===== src/sfr_regs.svh =====
// constants of the serial flash array read path
`ifndef SFR_REGS_SVH
`define SFR_REGS_SVH

// command opcodes
`define SFR_OP_READ_SLOW 8'h03
`define SFR_OP_READ_FAST 8'h0b
`define SFR_OP_READ_DUAL 8'h3b
`define SFR_OP_READ_QUAD 8'h6b
`define SFR_OP_READ_QADDR 8'heb
`define SFR_OP_READ_QWORD 8'he7

// phase lengths in serial clocks: command and address as last index from zero, dummy and mode as counts
`define SFR_CMD_LAST 5'd7
`define SFR_ADDR_LAST 5'd23
`define SFR_QADDR_LAST 5'd5
`define SFR_DUMMY_BYTE_CLKS 4'd8
`define SFR_MODE_CLKS 4'd2

// mode field value that keeps the opcode-less read armed
`define SFR_MODE_KEEP 2'b10
`define SFR_MODE_KEEP_HI 5
`define SFR_MODE_KEEP_LO 4

// array geometry: 4M bytes, last address 3fffff
`define SFR_ARRAY_AW 22
`define SFR_LAST_ADDR 22'h3fffff

`endif


===== src/sfr_pkg.sv =====
// types shared by the serial flash array read path
package sfr_pkg;

	// command phase of one device-select frame
	typedef enum logic [2:0] {
		SFR_ST_IDLE,
		SFR_ST_CMD,
		SFR_ST_ADDR,
		SFR_ST_DUMMY,
		SFR_ST_DATA,
		SFR_ST_IGNORE
	} sfr_state_t;

	// number of data lanes used for the read data
	typedef enum logic [1:0] {
		SFR_W_SINGLE,
		SFR_W_DUAL,
		SFR_W_QUAD
	} sfr_width_t;

endpackage


===== src/sfr_lane_mux.sv =====
// maps the top bits of the outgoing byte onto the four data pins
`timescale 1ns/10ps
module sfr_lane_mux
	import sfr_pkg::*;
(
	input sfr_pkg::sfr_width_t width_i,
	input wire logic [7:0] shift_i,
	output logic [3:0] io_o
);
	import sfr_pkg::*;

	// pin order: 0 serial in, 1 serial out, 2 write protect, 3 pause
	always_comb begin
		io_o = 4'h0;
		unique case (width_i)
			SFR_W_SINGLE: begin
				io_o[1] = shift_i[7];
			end
			SFR_W_DUAL: begin
				io_o[1] = shift_i[7];
				io_o[0] = shift_i[6];
			end
			SFR_W_QUAD: begin
				io_o = shift_i[7:4];
			end
			default: begin
				io_o = 4'h0;
			end
		endcase
	end
endmodule


===== src/sfr_read_path.sv =====
// read path of the serial flash command decoder, sampled on the core clock
`timescale 1ns/10ps
`include "sfr_regs.svh"
module sfr_read_path
	import sfr_pkg::*;
(
	input wire logic core_clk_i,
	input wire logic rst_n_i,
	input wire logic cs_n_i,
	input wire logic sck_i,
	input wire logic [3:0] io_i,
	output logic [3:0] io_o,
	output logic [3:0] io_oe_o,
	input wire logic four_lane_enable_bit_i,
	input wire logic word_aligned_addressing_i,
	input wire logic [3:0] xip_dummy_clks_i,
	output logic [`SFR_ARRAY_AW-1:0] mem_addr_o,
	input wire logic [7:0] mem_data_i,
	output logic execute_in_place_read_o
);
	import sfr_pkg::*;

	logic rst_meta_reg;
	logic rst_core_n_reg;
	logic [5:0] pins_s;
	logic cs_n_s;
	logic sck_s;
	logic [3:0] io_s;
	logic sck_d_reg;
	logic sck_rise;
	logic sck_fall;

	sfr_state_t state_reg, state_next;
	sfr_width_t width_reg, width_next;
	logic [4:0] cnt_reg, cnt_next;
	logic [3:0] dummy_len_reg, dummy_len_next;
	logic [7:0] cmd_sh_reg, cmd_sh_next;
	logic [23:0] addr_sh_reg, addr_sh_next;
	logic [`SFR_ARRAY_AW-1:0] addr_reg, addr_next;
	logic [3:0] mode_reg, mode_next;
	logic quad_addr_reg, quad_addr_next;
	logic aligned_reg, aligned_next;
	logic slow_reg, slow_next;
	logic xip_reg, xip_next;
	logic xip_aligned_reg, xip_aligned_next;
	logic [7:0] out_sh_reg, out_sh_next;
	logic [2:0] beat_reg, beat_next;
	logic [3:0] oe_reg, oe_next;

	logic [7:0] opcode;
	logic [23:0] addr_full;
	logic [7:0] mode_full;
	logic [3:0] dummy_quad;

	// release of the asynchronous reset passes two flops
	always_ff @(posedge core_clk_i or negedge rst_n_i) begin
		if (!rst_n_i) begin
			rst_meta_reg <= 1'b0;
			rst_core_n_reg <= 1'b0;
		end else begin
			rst_meta_reg <= 1'b1;
			rst_core_n_reg <= rst_meta_reg;
		end
	end

	// select, clock and data pins all come from the host's domain;
	// select goes in inverted so the cleared flops read as deselected
	sfr_sync #(
		.WIDTH(6)
	) u_pin_sync (
		.core_clk_i(core_clk_i),
		.rst_n_i(rst_core_n_reg),
		.d_i({~cs_n_i, sck_i, io_i}),
		.q_o(pins_s)
	);

	assign cs_n_s = ~pins_s[5];
	assign sck_s = pins_s[4];
	assign io_s = pins_s[3:0];

	// serial clock edges found on the synchronised copy
	always_ff @(posedge core_clk_i or negedge rst_core_n_reg) begin
		if (!rst_core_n_reg) begin
			sck_d_reg <= 1'b0;
		end else begin
			sck_d_reg <= sck_s;
		end
	end

	assign sck_rise = sck_s & ~sck_d_reg;
	assign sck_fall = ~sck_s & sck_d_reg;

	// helpers read by the phase logic below
	assign opcode = {cmd_sh_reg[6:0], io_s[0]};
	assign addr_full = quad_addr_reg ? {addr_sh_reg[19:0], io_s} :
		{addr_sh_reg[22:0], io_s[0]};
	assign mode_full = {mode_reg, io_s};
	// the mode field needs two clocks, so shorter settings are raised to two
	assign dummy_quad = (xip_dummy_clks_i < `SFR_MODE_CLKS) ?
		`SFR_MODE_CLKS : xip_dummy_clks_i;

	// next state of the frame: sampling on rising, shifting out on falling
	always_comb begin
		state_next = state_reg;
		width_next = width_reg;
		cnt_next = cnt_reg;
		dummy_len_next = dummy_len_reg;
		cmd_sh_next = cmd_sh_reg;
		addr_sh_next = addr_sh_reg;
		addr_next = addr_reg;
		mode_next = mode_reg;
		quad_addr_next = quad_addr_reg;
		aligned_next = aligned_reg;
		slow_next = slow_reg;
		xip_next = xip_reg;
		xip_aligned_next = xip_aligned_reg;
		out_sh_next = out_sh_reg;
		beat_next = beat_reg;
		oe_next = oe_reg;
		if (cs_n_s) begin
			// select high ends any read mid-byte and floats every pin
			state_next = SFR_ST_IDLE;
			cnt_next = 5'd0;
			beat_next = 3'd0;
			oe_next = 4'h0;
		end else begin
			unique case (state_reg)
				SFR_ST_IDLE: begin
					cnt_next = 5'd0;
					if (xip_reg) begin
						// armed by the last mode field: skip the opcode
						state_next = SFR_ST_ADDR;
						quad_addr_next = 1'b1;
						width_next = SFR_W_QUAD;
						aligned_next = xip_aligned_reg;
						dummy_len_next = dummy_quad;
					end else begin
						state_next = SFR_ST_CMD;
					end
				end
				SFR_ST_CMD: begin
					if (sck_rise) begin
						cmd_sh_next = opcode;
						cnt_next = cnt_reg + 5'd1;
						if (cnt_reg == `SFR_CMD_LAST) begin
							cnt_next = 5'd0;
							state_next = SFR_ST_ADDR;
							quad_addr_next = 1'b0;
							aligned_next = 1'b0;
							slow_next = 1'b0;
							dummy_len_next = `SFR_DUMMY_BYTE_CLKS;
							unique case (opcode)
								`SFR_OP_READ_SLOW: begin
									width_next = SFR_W_SINGLE;
									slow_next = 1'b1;
								end
								`SFR_OP_READ_FAST: begin
									width_next = SFR_W_SINGLE;
								end
								`SFR_OP_READ_DUAL: begin
									width_next = SFR_W_DUAL;
								end
								`SFR_OP_READ_QUAD: begin
									width_next = SFR_W_QUAD;
									if (!four_lane_enable_bit_i) begin
										state_next = SFR_ST_IGNORE;
									end
								end
								`SFR_OP_READ_QADDR: begin
									width_next = SFR_W_QUAD;
									quad_addr_next = 1'b1;
									aligned_next = word_aligned_addressing_i;
									dummy_len_next = dummy_quad;
								end
								`SFR_OP_READ_QWORD: begin
									width_next = SFR_W_QUAD;
									quad_addr_next = 1'b1;
									aligned_next = 1'b1;
									dummy_len_next = dummy_quad;
								end
								default: begin
									// commands outside the read path are left alone
									state_next = SFR_ST_IGNORE;
								end
							endcase
						end
					end
				end
				SFR_ST_ADDR: begin
					if (sck_rise) begin
						addr_sh_next = addr_full;
						cnt_next = cnt_reg + 5'd1;
						if (cnt_reg == (quad_addr_reg ? `SFR_QADDR_LAST :
							`SFR_ADDR_LAST)) begin
							cnt_next = 5'd0;
							// only the low bits index the 4M byte array
							addr_next = addr_full[`SFR_ARRAY_AW-1:0];
							if (aligned_reg) begin
								addr_next[1:0] = 2'b00;
							end
							state_next = slow_reg ? SFR_ST_DATA :
								SFR_ST_DUMMY;
						end
					end
				end
				SFR_ST_DUMMY: begin
					if (sck_rise) begin
						cnt_next = cnt_reg + 5'd1;
						if (quad_addr_reg && cnt_reg < 5'd2) begin
							mode_next = io_s;
						end
						if (quad_addr_reg && cnt_reg == 5'd1) begin
							xip_next = mode_full[`SFR_MODE_KEEP_HI:
								`SFR_MODE_KEEP_LO] == `SFR_MODE_KEEP;
							xip_aligned_next = aligned_reg;
						end
						if (cnt_reg == {1'b0, dummy_len_reg - 4'd1}) begin
							cnt_next = 5'd0;
							state_next = SFR_ST_DATA;
						end
					end
				end
				SFR_ST_DATA: begin
					if (sck_fall) begin
						// pins turn to outputs on the first data edge
						unique case (width_reg)
							SFR_W_SINGLE: oe_next = 4'b0010;
							SFR_W_DUAL: oe_next = 4'b0011;
							default: oe_next = 4'b1111;
						endcase
						if (beat_reg == 3'd0) begin
							// next byte already read; address wraps to 0 after the last address
							out_sh_next = mem_data_i;
							addr_next = (addr_reg == `SFR_LAST_ADDR) ?
								'0 : addr_reg + 1'b1;
						end else begin
							unique case (width_reg)
								SFR_W_SINGLE: out_sh_next = {out_sh_reg[6:0], 1'b0};
								SFR_W_DUAL: out_sh_next = {out_sh_reg[5:0], 2'b00};
								default: out_sh_next = {out_sh_reg[3:0], 4'h0};
							endcase
						end
						unique case (width_reg)
							SFR_W_SINGLE: beat_next = beat_reg + 3'd1;
							SFR_W_DUAL: beat_next = {1'b0, beat_reg[1:0] + 2'd1};
							default: beat_next = {2'b00, ~beat_reg[0]};
						endcase
					end
				end
				SFR_ST_IGNORE: begin
					oe_next = 4'h0;
				end
			endcase
		end
	end

	// frame state registers
	always_ff @(posedge core_clk_i or negedge rst_core_n_reg) begin
		if (!rst_core_n_reg) begin
			state_reg <= SFR_ST_IDLE;
			width_reg <= SFR_W_SINGLE;
			cnt_reg <= 5'd0;
			dummy_len_reg <= 4'd0;
			cmd_sh_reg <= 8'h00;
			addr_sh_reg <= 24'h000000;
			addr_reg <= '0;
			mode_reg <= 4'h0;
			quad_addr_reg <= 1'b0;
			aligned_reg <= 1'b0;
			slow_reg <= 1'b0;
			xip_reg <= 1'b0;
			xip_aligned_reg <= 1'b0;
			out_sh_reg <= 8'h00;
			beat_reg <= 3'd0;
			oe_reg <= 4'h0;
		end else begin
			state_reg <= state_next;
			width_reg <= width_next;
			cnt_reg <= cnt_next;
			dummy_len_reg <= dummy_len_next;
			cmd_sh_reg <= cmd_sh_next;
			addr_sh_reg <= addr_sh_next;
			addr_reg <= addr_next;
			mode_reg <= mode_next;
			quad_addr_reg <= quad_addr_next;
			aligned_reg <= aligned_next;
			slow_reg <= slow_next;
			xip_reg <= xip_next;
			xip_aligned_reg <= xip_aligned_next;
			out_sh_reg <= out_sh_next;
			beat_reg <= beat_next;
			oe_reg <= oe_next;
		end
	end

	// data pins are a plain mux of flops to save a cycle of output delay
	sfr_lane_mux u_lane_mux (
		.width_i(width_reg),
		.shift_i(out_sh_reg),
		.io_o(io_o)
	);

	assign io_oe_o = oe_reg;
	assign mem_addr_o = addr_reg;
	assign execute_in_place_read_o = xip_reg;
endmodule


===== src/sfr_sync.sv =====
// two flip-flop synchroniser for pins outside the core clock domain
`timescale 1ns/10ps
module sfr_sync #(
	parameter int WIDTH = 1
) (
	input wire logic core_clk_i,
	input wire logic rst_n_i,
	input wire logic [WIDTH-1:0] d_i,
	output logic [WIDTH-1:0] q_o
);
	logic [WIDTH-1:0] meta_reg;
	logic [WIDTH-1:0] sync_reg;

	// first stage feeds only the second stage
	always_ff @(posedge core_clk_i or negedge rst_n_i) begin
		if (!rst_n_i) begin
			meta_reg <= '0;
			sync_reg <= '0;
		end else begin
			meta_reg <= d_i;
			sync_reg <= meta_reg;
		end
	end

	assign q_o = sync_reg;
endmodule

===== config.mk =====
export PLATFORM = sky130hd
export DESIGN_NAME = sfr_read_path
export DESIGN_NICKNAME = d
export VERILOG_FILES = /design/src/sfr_pkg.sv /design/src/sfr_lane_mux.sv /design/src/sfr_read_path.sv /design/src/sfr_sync.sv
export VERILOG_INCLUDE_DIRS = /design/src /design/src/src
export SDC_FILE = /design/constraint.sdc
export NUM_CORES = 1
export LEC_CHECK = 0
export ABC_AREA = 1
export BUFFER_PORTS_ARGS = -buffer_cell sky130_fd_sc_hd__buf_4
export CORE_MARGIN = 5
export CORE_UTILIZATION = 50
export DETAILED_ROUTE_END_ITERATION = 16
export HOLD_SLACK_MARGIN = 0.15
export PLACE_DENSITY_LB_ADDON = 0.15
export SLEW_MARGIN = 0
export SYNTH_ARGS = -nofsm -noshare
export SYNTH_HDL_FRONTEND = slang
export SYNTH_SLANG_ARGS = --single-unit

===== constraint.sdc =====
create_clock -name core_clk_i -period 5.35 [get_ports core_clk_i]
set_input_delay 0.535 -clock core_clk_i [delete_from_list [all_inputs] [get_ports core_clk_i]]
set_output_delay 0.535 -clock core_clk_i [all_outputs]
set_load 0.005 [all_outputs]

==> flow_summary.ini <==
[setup_path]
arrival_ns = 2.86
critPathBufInv = 1
r2r-end = mem_addr_o[5]
worstSetupPathType = register to register
worst_path_dominant_cell_family = simple AND/OR/NAND/NOR gates
cp-end-kind = register
start_kind = register
cp_max_fo = 26
reg2reg_depth = 7
cp_slowest_stage_delay_ns = 0.52
r2r_slack_ns = 2.77
reg2reg_from = state_reg[1]
crit_slowest_cell = inv_2
required_ns = 5.63
crit_chain = nor2_2 -> nand2_2 -> o21ai_1 -> nand3_2 -> inv_2 -> nor2_1 -> a21oi_2

[placed_design]
dpl.hpwl_mm = 9.73
port_buffers = 52
gp_congestion = 0.910

[timing]
worstMarginPinSlew_ns = 0.995
min_period_over_period_pct = 48.2
fmax_mhz = 388
finalSetupTns_ns = 0
hold_violations = 0
report.final.slew_viol_count = 0
period_needed_ns = 2.58
setup_viol = 0
relSlewSlack_pct = 33.7
skew_ns = 0.00662
rsz0062_at_grt = no

[drt]
drt-initial-drc-count = 777
drtPass1Iterations = 6
via_count = 5140
vias_per_cell = 5.40
drtAntennaViolNets = 0
drc_errors = 0
routed_wl_mm = 13.4
route.detailed.wl_per_inst_um = 14.1

[clock_network]
insertion_delay_ns = 0.35
htreeDepth = 3
clk_path_buf_depth = 2
cts_tree = built
cts_setup_buffers = 0
root_buffer = clkbuf_16
cts_buffers = 9
cts.sinks = 100
clk_pin_slew_ns = 0.07

[global_route]
antenna_found_initial = 0
grt_max_degree = 79
first_global_vias = 4790
grt_remaining_overflow = 0
grt_pass1_wl_mm = 22.8
track_usage_pct = 21.0

[floorplanning]
start_util_pct = 51.6
die_h_um = 116
die_w_um = 116
core.rowCount = 38
design.die.area_um2 = 13600
io_pins = 53
core_um2 = 11000

[layout]
largest_reg_flops = 22
final.fill_count = 1008
final_cell_mix = 204 x nand2_1, 99 x dfrtp_1, 95 x inv_1
area_delta_synth_final_pct = 13.8
drive_gt1_share_pct = 14.5
fin_nets = 840
diodes = 0
layout_commonest_cell = nand2_1

[power_and_ir_drop]
p_total_mw = 3.51
peakVddDrop_mv = 0.341
power_density_nw_per_um2 = 545
leakage_nw = 3.06

[synth]
synth.net_count = 797
synthFlopType = dfrtp_1
synth-seq-cells = 100
ys_seq_area_share_pct = 44.1
synth_edf_count = 0
syn_inst = 765
synth_top_cell_by_area = dfrtp_1
synthTopCellsByArea = dfrtp_1 44%, nand2_1 14%, o21ai_0 7.6%
yosysWarnings = 0
syn_area_per_cell_um2 = 7.41
async_flop_share_pct = 100
syn_area_um2 = 5670
synth_cell_type_count = 38
netlist.area_leader.share_pct = 44.1

[outcome]
outcome = finished, final reports clean

[min_path]
hp-class = register to async pin

[run]
drv_cap = 0
==> repair_timing <==
item / 4_1_cts / 5_1_grt
gates resized for setup: 0 / 0
hold endpoints to repair: 2 / 0
setup endpoints to repair: 0 / 0
hold buffers: 1 / 0
==> Yosys cell counts (2+ instances only) <==
| master | number |
|---|---|
| a211oi_1 | 3 |
| a21oi_1 | 15 |
| a21oi_2 | 25 |
| buf_2 | 10 |
| buf_4 | 3 |
| buf_6 | 2 |
| clkbuf_1 | 7 |
| dfrtp_1 | 100 |
| ha_1 | 10 |
| inv_1 | 95 |
| inv_2 | 10 |
| nand2_1 | 204 |
| nand2_2 | 4 |
| nand3_1 | 37 |
| nand3_2 | 2 |
| nand3b_1 | 6 |
| nand4_1 | 13 |
| nor2_1 | 76 |
| nor2_2 | 6 |
| nor2_4 | 2 |
| nor3_1 | 9 |
| nor3b_1 | 2 |
| o21ai_0 | 86 |
| o21ai_1 | 7 |
| o22ai_1 | 12 |
| o31ai_1 | 2 |
| xnor2_1 | 3 |
| xor2_1 | 4 |
==> where the power goes <==
| group | switching, mW | leakage [nW] | total [mW] | internal, mW |
|---|---|---|---|---|
| registers | 0.254 | 1.18 | 1.27 | 1.02 |
| logic | 0.978 | 1.74 | 1.55 | 0.573 |
| clock network | 0.284 | 0.146 | 0.693 | 0.409 |
| total | 1.52 | 3.06 | 3.51 | 2.00 |
==> routing by layer <==
layer	share of wire (%)	global-route usage [%]
met5	0	0
met3	5.4	4.40
met1	48	30.6
met2	45	32.1
met4	1.3	5.18
==> layout make-up <==
cell class / instances / area, um2 / share of cell area (%)
Inverter: 105 / 394 / 6.11
Multi-Input combinational cell: 536 / 2640 / 41.0
Tap cell: 140 / 175 / 2.72
Sequential cell: 100 / 2510 / 38.9
Clock inverter: 4 / 76.3 / 1.18
Clock buffer: 11 / 233 / 3.61
Timing Repair Buffer: 56 / 423 / 6.56
==> worst max path at each step <==
stage | start | to | slack, ns | cells past startpoint
after floorplan | rst_core_n_reg | addr_sh_reg[0] | 2.36 | 0
after global placement | state_reg[1] | mem_addr_o[6] | 2.92 | 7
after CTS | state_reg[1] | mem_addr_o[14] | 2.78 | 7
after detailed placement | state_reg[1] | mem_addr_o[12] | 2.79 | 7
after global routing | state_reg[1] | mem_addr_o[17] | 2.51 | 7
final | state_reg[1] | mem_addr_o[5] | 2.77 | 7
==> metrics by stage <==
step | util [%] | hold WS (ns) | cell area, um2 | worst slack [ns] | std cells
after floorplan | - | 0.239 | 5670 | 2.36 | 765
after global placement | 55.8 | 0.212 | 6130 | 2.92 | 936
after detailed placement | 55.8 | 0.218 | 6130 | 2.79 | 936
after CTS | 58.7 | 0.223 | 6450 | 2.78 | 952
after global routing | 58.7 | 0.255 | 6450 | 2.51 | 952
final | 58.7 | 0.211 | 6450 | 2.77 | 952
==> cells by family after synthesis <==
group / count (synthesis) / share of synthesized area [%]
compound gates: 156 / 16.2
xor+xnor: 7 / 1.08
fa+ha+maj: 10 / 2.21
buf+inv: 129 / 9.25
flops: 100 / 44.1
other cells: 1 / 0.0661
simple gates: 362 / 27.1
No activity file was read; power rests on OpenSTA's default activity.
